<file path="config.mk">
export PLATFORM = sky130hd
export DESIGN_NAME = cptg_top
export DESIGN_NICKNAME = d
export VERILOG_FILES = /design/src/rtl/cptg_pkg.sv /design/src/rtl/cptg_top.sv /design/src/rtl/cptg_gen.sv
export SDC_FILE = /design/constraint.sdc
export NUM_CORES = 2
export LEC_CHECK = 0
export BUFFER_PORTS_ARGS = -buffer_cell sky130_fd_sc_hd__buf_4
export CAP_MARGIN = 5
export CORE_MARGIN = 8
export CORE_UTILIZATION = 45
export CTS_CLUSTER_DIAMETER = 30
export DETAILED_ROUTE_END_ITERATION = 10
export GPL_ROUTABILITY_DRIVEN = 0
export HOLD_SLACK_MARGIN = 0.08
export PLACE_DENSITY = 0.67
export SLEW_MARGIN = 20
export SYNTH_ARGS = -nofsm -noshare
export SYNTH_HDL_FRONTEND = slang
export SYNTH_SLANG_ARGS = --single-unit
</file>
<file path="constraint.sdc">
create_clock -name clk -period 8.6 [get_ports clk]
set_input_delay 0.86 -clock clk [delete_from_list [all_inputs] [get_ports clk]]
set_output_delay 0.86 -clock clk [all_outputs]
set_load 0.02 [all_outputs]
</file>
<file path="src/rtl/cptg_pkg.sv">
/*
  Shared constants and types for the chained pulse train generator.
  Assumes a single 20 MHz sample clock; all times are converted to ticks.
*/
package cptg_pkg;
    localparam int CLK_HZ = 20000000;
    localparam int NUM_GEN = 4;
    localparam int CNT_W = 32;
    localparam int AMP_W = 32;
    // time in units of 0.1 ms (period 0.100 .. 100000.000 ms)
    localparam int TENTH_MS_NUM = 1;
    localparam int TENTH_MS_DEN = 10000;
    localparam logic [CNT_W-1:0] TICKS_PER_TENTH_MS =
        CNT_W'((CLK_HZ * TENTH_MS_NUM) / TENTH_MS_DEN);
    localparam logic [CNT_W-1:0] MIN_PERIOD_TENTHS = 32'h0000_0001;
    localparam logic [CNT_W-1:0] MAX_PERIOD_TENTHS = 32'h000F_4240;
    localparam logic [CNT_W-1:0] MIN_WIDTH_TENTHS = 32'h0000_0001;
    localparam int SEQ_CNT_LSB = 16;
    localparam int SEQ_FLAG_W = 16;
    localparam logic [4:0] SEQ_MAX_STEPS = 5'h10;
    localparam logic [CNT_W-1:0] CNT_ONE = 32'h0000_0001;
    localparam logic [CNT_W-1:0] CNT_ZERO = 32'h0000_0000;

    typedef enum logic [1:0] {CTRL_TRIG, CTRL_STROBE, CTRL_TIMER} cptg_ctrl_e;
    typedef enum logic [1:0] {OUT_LOGIC, OUT_FLOAT, OUT_INT} cptg_fmt_e;
endpackage

</file>
<file path="src/rtl/cptg_top.sv">
/*
  Chain of four pulse generators; each stage drives the next as its child.
  Assumes the master enable comes from a pin and settings are static-ish
  words on the sample clock; times are in tenths of a millisecond.
*/
`timescale 1ns/10ps
module cptg_top
    import cptg_pkg::*;
(
    // clock and reset
    input  wire logic                          clk,
    input  wire logic                          rst,
    // master enable
    input  wire logic                          masterEn,
    input  wire cptg_pkg::cptg_ctrl_e          masterCtrl,
    input  wire logic                          masterClamp,
    // per-stage settings, stage 0 is the top of the chain
    input  wire cptg_pkg::cptg_ctrl_e [NUM_GEN-1:0] genCtrl,
    input  wire logic [NUM_GEN-1:0]            genClamp,
    input  wire cptg_pkg::cptg_fmt_e [NUM_GEN-1:0]  genFmt,
    input  wire logic [NUM_GEN-1:0]            genDelayEn,
    input  wire logic [NUM_GEN-1:0]            genSeqEn,
    input  wire logic [NUM_GEN-1:0][CNT_W-1:0] genPeriod,
    input  wire logic [NUM_GEN-1:0][CNT_W-1:0] genWidth,
    input  wire logic [NUM_GEN-1:0][CNT_W-1:0] genDelay,
    input  wire logic [NUM_GEN-1:0][AMP_W-1:0] genAmp,
    input  wire logic [NUM_GEN-1:0][31:0]      genPattern,
    // outputs
    output logic [NUM_GEN-1:0]                 trainLogic,
    output logic [NUM_GEN-1:0][AMP_W-1:0]      trainValue,
    output logic                               active
);
    logic             enSync1_reg;
    logic             enSync2_reg;
    logic             enPrev_reg;
    logic [NUM_GEN:0] pulse;
    logic [NUM_GEN-1:0] busy;
    logic [NUM_GEN-1:0] gated;
    logic [NUM_GEN-1:0] outPrev_reg;

    always_ff @(posedge clk)
    begin
        if (rst)
        begin
            enSync1_reg <= 1'b0;
            enSync2_reg <= 1'b0;
            enPrev_reg <= 1'b0;
        end
        else
        begin
            enSync1_reg <= masterEn;
            enSync2_reg <= enSync1_reg;
            enPrev_reg <= enSync2_reg;
        end
    end

    // the master enable acts as stage -1 of the chain
    assign pulse[0] = enSync2_reg;

    genvar g;
    generate
        for (g = 0; g < NUM_GEN; g++)
        begin : gStage
            logic [4:0]  step_reg;
            logic [CNT_W-1:0] perT;
            logic [CNT_W-1:0] widT;
            logic [CNT_W-1:0] perC;
            logic [CNT_W-1:0] widC;
            cptg_ctrl_e  pCtrl;
            logic        pClamp;
            logic        pRise;
            logic        pFall;
            logic        pLevel;
            logic        trig;
            logic        start;
            logic        clampNow;
            logic [4:0]  stepCnt;
            logic        stepOk;
            logic [4:0]  stepNext;
            logic        gOut;
            logic        gOutQ;

            // parent settings govern this child
            if (g == 0)
            begin : gMaster
                assign pCtrl = masterCtrl;
                assign pClamp = masterClamp;
                assign pRise = enSync2_reg && !enPrev_reg;
                assign pFall = !enSync2_reg && enPrev_reg;
                assign pLevel = pulse[0];
            end
            else
            begin : gChild
                assign pCtrl = genCtrl[g-1];
                assign pClamp = genClamp[g-1];
                assign pRise = gated[g-1] && !outPrev_reg[g-1];
                assign pFall = !gated[g-1] && outPrev_reg[g-1];
                assign pLevel = gated[g-1];
            end

            // clip timing to documented bounds, then convert to ticks
            assign perC = (genPeriod[g] < MIN_PERIOD_TENTHS) ? MIN_PERIOD_TENTHS :
                          (genPeriod[g] > MAX_PERIOD_TENTHS) ? MAX_PERIOD_TENTHS :
                          genPeriod[g];
            assign widC = (genWidth[g] < MIN_WIDTH_TENTHS) ? MIN_WIDTH_TENTHS
                                                           : genWidth[g];
            assign perT = CNT_W'(perC * TICKS_PER_TENTH_MS);
            assign widT = CNT_W'(widC * TICKS_PER_TENTH_MS);

            // triggered: rise starts; strobe/timer: rise starts too, level holds
            assign trig = pRise;
            assign clampNow = pFall && pClamp && (pCtrl != CTRL_TRIG);

            // sequencer: flag bit 0 is the first trigger
            assign stepCnt = (genPattern[g][SEQ_CNT_LSB+4:SEQ_CNT_LSB] > SEQ_MAX_STEPS)
                             ? SEQ_MAX_STEPS
                             : genPattern[g][SEQ_CNT_LSB+4:SEQ_CNT_LSB];
            assign stepOk = !genSeqEn[g] || (stepCnt == 5'h00) ||
                            genPattern[g][step_reg[3:0]];
            assign stepNext = (step_reg + 5'h01 >= stepCnt) ? 5'h00
                                                            : step_reg + 5'h01;
            assign start = trig && stepOk;

            always_ff @(posedge clk)
            begin
                if (rst)
                    step_reg <= 5'h00;
                else if (trig && genSeqEn[g])
                    step_reg <= stepNext;
            end

            cptg_gen uGen (
                .clk         (clk),
                .rst         (rst),
                .startPulse  (start),
                .runLevel    ((pCtrl == CTRL_TRIG) ? 1'b1 : pLevel),
                .clampNow    (clampNow),
                .ctrlType    (genCtrl[g]),
                .periodTicks (perT),
                .widthTicks  (widT),
                .delayTicks  (CNT_W'(genDelay[g] * TICKS_PER_TENTH_MS)),
                .delayEn     (genDelayEn[g]),
                .pulseOut    (gOut),
                .busy        (busy[g])
            );
            assign gated[g] = gOut;
            // mask the clamped child at once so it drops in the parent's falling sample
            assign gOutQ = gOut && !clampNow;
            assign pulse[g+1] = gOut;

            always_ff @(posedge clk)
            begin
                if (rst)
                begin
                    outPrev_reg[g] <= 1'b0;
                    trainLogic[g] <= 1'b0;
                    trainValue[g] <= '0;
                end
                else
                begin
                    outPrev_reg[g] <= gOut;
                    trainLogic[g] <= gOutQ;
                    trainValue[g] <= (gOutQ && genFmt[g] != OUT_LOGIC) ? genAmp[g]
                                     : {{(AMP_W-1){1'b0}}, gOutQ};
                end
            end
        end
    endgenerate

    always_ff @(posedge clk)
    begin
        if (rst)
            active <= 1'b0;
        else
            active <= |busy;
    end
endmodule

</file>
<file path="src/rtl/cptg_gen.sv">
/*
  One pulse generator stage: counts period, width and delay in sample ticks.
  Assumes start/run controls arrive on the same clock from the parent stage.
*/
`timescale 1ns/10ps
module cptg_gen
    import cptg_pkg::*;
(
    // clock and reset
    input  wire logic             clk,
    input  wire logic             rst,
    // control from parent, plus this stage's own control type
    input  wire logic             startPulse,
    input  wire logic             runLevel,
    input  wire logic             clampNow,
    input  wire cptg_ctrl_e       ctrlType,
    // timing in ticks
    input  wire logic [CNT_W-1:0] periodTicks,
    input  wire logic [CNT_W-1:0] widthTicks,
    input  wire logic [CNT_W-1:0] delayTicks,
    input  wire logic             delayEn,
    // state
    output logic                  pulseOut,
    output logic                  busy
);
    typedef enum logic [1:0] {ST_IDLE, ST_DELAY, ST_HIGH, ST_LOW} cptg_st_e;
    cptg_st_e         st_reg;
    cptg_st_e         st_next;
    logic [CNT_W-1:0] cnt_reg;
    logic [CNT_W-1:0] cnt_next;
    logic             oneShot_reg;

    wire logic [CNT_W-1:0] firstDelay = delayEn ? delayTicks : CNT_ZERO;
    wire logic             cntDone = (cnt_reg <= CNT_ONE);
    wire logic [CNT_W-1:0] lowTicks = (periodTicks > widthTicks) ?
                                      (periodTicks - widthTicks) : CNT_ONE;
    // repeat unless own type is timer: while the parent lets us run (strobe or timer) or always (triggered)
    wire logic             mayRepeat = !oneShot_reg && runLevel;

    always_comb
    begin
        st_next = st_reg;
        cnt_next = cnt_reg - CNT_ONE;
        case (st_reg)
            ST_IDLE:
            begin
                cnt_next = cnt_reg;
                if (startPulse)
                begin
                    st_next = (firstDelay != CNT_ZERO) ? ST_DELAY : ST_HIGH;
                    cnt_next = (firstDelay != CNT_ZERO) ? firstDelay : widthTicks;
                end
            end
            ST_DELAY:
                if (cntDone)
                begin
                    st_next = ST_HIGH;
                    cnt_next = widthTicks;
                end
            ST_HIGH:
                if (cntDone)
                begin
                    st_next = mayRepeat ? ST_LOW : ST_IDLE;
                    cnt_next = lowTicks;
                end
            ST_LOW:
                if (!runLevel)
                    st_next = ST_IDLE;
                else if (cntDone)
                begin
                    st_next = ST_HIGH;
                    cnt_next = widthTicks;
                end
            default:
                st_next = ST_IDLE;
        endcase
        if (clampNow)
            st_next = ST_IDLE;
    end

    always_ff @(posedge clk)
    begin
        if (rst)
        begin
            st_reg <= ST_IDLE;
            cnt_reg <= CNT_ZERO;
            oneShot_reg <= 1'b0;
        end
        else
        begin
            st_reg <= st_next;
            cnt_reg <= cnt_next;
            if (startPulse && st_reg == ST_IDLE)
                oneShot_reg <= (ctrlType == CTRL_TIMER);
        end
    end

    assign pulseOut = (st_reg == ST_HIGH);
    assign busy = (st_reg != ST_IDLE);
endmodule

</file>
==> metrics <==
final clock skew=0.0918 ns; final core utilization=56.8%; Slew Limit Fails=0; # port buffers=about 750; final worst path period need=approximately 8.4 ns; RSZ-0062 raised after global routing=true; CP Launch Type=input pin; Synth async-reset ratio=0%; Die Width=411 µm; final worst setup slack=0.181 ns; Fill cells=13,832; Via density=5.48; I/O pin count=807; Critical Path Fanout Max=7; crit path DAT=8.93 ns; Worst Hold Class=input pin to flip-flop; Slew headroom=around 29%; Sw Share=a little over half; TritonCTS buffer count=88; ys flop type=dfxtp_1; R2R cell count=9; total grt overflow=0; Vias=between 60,000 and 70,000; Leak=43.6 nW; Max Cap Viol=0; commonest cells after routing, fill and taps aside=buf_4, inv_1, fa_1; Slew @ Worst Pin=1.07 ns; PwrDens=478 nW/µm²; clk_lat worst skew=~0.7 ns; cell repeated most along the worst path=fa_1; Mapped Avg Cell Area=8.51 µm²; synth warn=0; Clock Pin Slew Worst Setup and Hold Paths=0.05 ns; placed instance count=roughly 12,000; largest net degree at the start of global routing=59; peak per-stage delay on the critical path=slightly below 0.6 ns; nets@finish=12,297; synthesis-to-layout area growth=25.8%; Die Ht=411 µm; most common cell after layout, fill and taps aside=buf_4; status=finished, final reports clean; antenna violations before repair=29; Mapped Area=70,300 µm²; number of remaining DRC errors=0; First-pass DRT Iterations=8; Cell variety after synth=approximately 110; vias in the first global route=67,674; P_int=20.1 mW; Sequential Power Share=4.2%; crit path capture type=flip-flop; share of cells above drive strength 1=20.2%; 1st-iter DRT viols=5,190; first-pass GRT wire length=357,000 µm; Post-Route WL=224,000 µm; Crit Path Class=input pin to flip-flop; worst reg-to-reg setup slack=3.92 ns; footprint of the multi-input gates=58,300 µm²; CORE AREA=156,000 µm²; Post-synth EDFFs=0; CTS Sinks=299; Initial Utilization=45.2%; Longest Clk Path Bufs=3; final number of setup-violating endpoints=0; Final Cycle Share=97.9%; FF/Latch Area=5990 µm²; CP required=9.11 ns; Fin. Hold Viols=0; Cell Count, Final, Fillers Out=11,940; clock share of power=roughly 8.6%; CP Launch Point=genPeriod[8]; total power draw=42.3 mW; Routed Antenna Nets=0; Root Driver=clkbuf_16; switching power=22.2 mW; dpl hpwl=192,000 µm; CTS tree=done; combinational power share=slightly below 90%; VDD IR max=467 µV; crit path max-delay cell type=fa_1; H-tree levels=3; Max Freq=119 MHz; Die Area=169,000 µm²; FP Rows=145; register bit total from synthesis=299; Setup crit end=gStage[0].uGen.cnt_reg[24]$_SDFFE_PP0P_; worst r2r src=gStage[1].uGen.cnt_reg[12]$_SDFFE_PP0P_; Seq/Total Area, Yosys=8.51%; Post-Syn Instances=8,266; pre-CTS setup slack=-0.665 ns; GRT Util Overall=25.9%; RR Endpoint=gStage[1].uGen.cnt_reg[27]$_SDFFE_PP0P_; DR WL/cell=roughly 19 µm
==> worst max-delay path, delay by kind of cell <==
family                     cells  cell delay (ns)
AOI/OAI and AO/OA             13             3.21
and+or+nand+nor               10             1.91
adders and majority gates      6             2.53
buffers and inverters          4             0.43
==> per-stage QoR <==
stage	cell area [µm²]	hold slack [ns]	setup TNS (ns)
after floorplan	70700	0.414	-0.0143
after global placement	84200	0.434	-40.70
after detailed placement	84200	0.436	-54.21
after CTS	87600	0.305	0
after global routing	88400	0.330	-1.77
final	88400	0.361	0
==> worst min path at each step <==
| stage | slack, ns | cells after the start | endpoint | startpoint |
|---|---|---|---|---|
| 6_report | 0.36 | 2 | trainValue[126]$_SDFF_PP0_ | genAmp[126] |
| 5_1_grt | 0.33 | 2 | trainValue[79]$_SDFF_PP0_ | genAmp[79] |
| 4_1_cts | 0.31 | 2 | trainValue[100]$_SDFF_PP0_ | genAmp[100] |
| 3_5_place_dp | 0.44 | 1 | enSync2_reg$_SDFF_PP0_ | enSync1_reg$_SDFF_PP0_ |
| 3_3_place_gp | 0.43 | 1 | enSync2_reg$_SDFF_PP0_ | enSync1_reg$_SDFF_PP0_ |
| 2_1_floorplan | 0.41 | 1 | enSync2_reg$_SDFF_PP0_ | enSync1_reg$_SDFF_PP0_ |
==> power by group through the flow <==
stage / Combinational [mW] / Clock, mW / Sequential, mW
CTS: 35.5 / 3.69 / 1.78
global placement: 34.7 / 0 / 1.79
floorplan: 21.9 / 0 / 1.75
detailed placement: 35.3 / 0 / 1.80
global route: 40.1 / 3.77 / 1.81
finish: 36.9 / 3.66 / 1.79
==> final cells by class <==
class | count | share of cell area, %
Inverter | 1602 | 6.80
Multi-Input combinational cell | 6185 | 66.0
Sequential cell | 299 | 6.77
Clock buffer | 100 | 2.64
Tap cell | 2058 | 2.91
Antenna cell | 23 | 0.0651
Timing Repair Buffer | 1607 | 13.7
Clock inverter | 66 | 1.13
==> synthesized netlist by cell type (all sizes together) (70+ instances only) <==
cell,n,area (µm²)
xor2,146,1280
and3,72,450
ha,792,9910
nand3,139,696
nand2,444,1670
o21a,80,601
xnor2,331,2900
nor4,132,838
a211oi,83,623
nor3,187,957
nand2b,70,438
clkbuf,252,950
a21o,142,1070
nor2,500,1880
and2,165,1030
fa,1048,21000
dfxtp,299,5990
a21oi,445,2230
inv,1600,6010
o21ai,331,1660
a31oi,70,438
==> routing by layer <==
layer  global-route usage (%)  vias up  part of all wire, %
met4                     12.3       10                  5.3
met2                     43.2     2632                   47
li1                         -    30676                    -
met1                     32.1    31503                   39
met3                     5.38      636                  8.2
met5                        0        -                0.029
==> timing repair <==
item | CTS | global route
hold buffers | 0 | 0
pin swaps | 0 | 99
setup buffers | 0 | 20
endpoints found under the setup margin | 4 | 116
gates resized for setup | 3 | 152
endpoints found under the hold margin | 0 | 0
==> logic make-up after synthesis <==
kind of cell               count (synthesis)  synth area share (%)
adders and majority gates               1840                  43.9
buffers and inverters                   1868                  10.0
AOI/OAI and AO/OA                       1708                  16.1
muxes                                     46                  1.01
other                                      2                0.0107
DFF                                      299                  8.51
and+or+nand+nor                         2026                  14.4
xor gates and xnor gates                 477                  5.94
(Power assumes the default switching activity.)
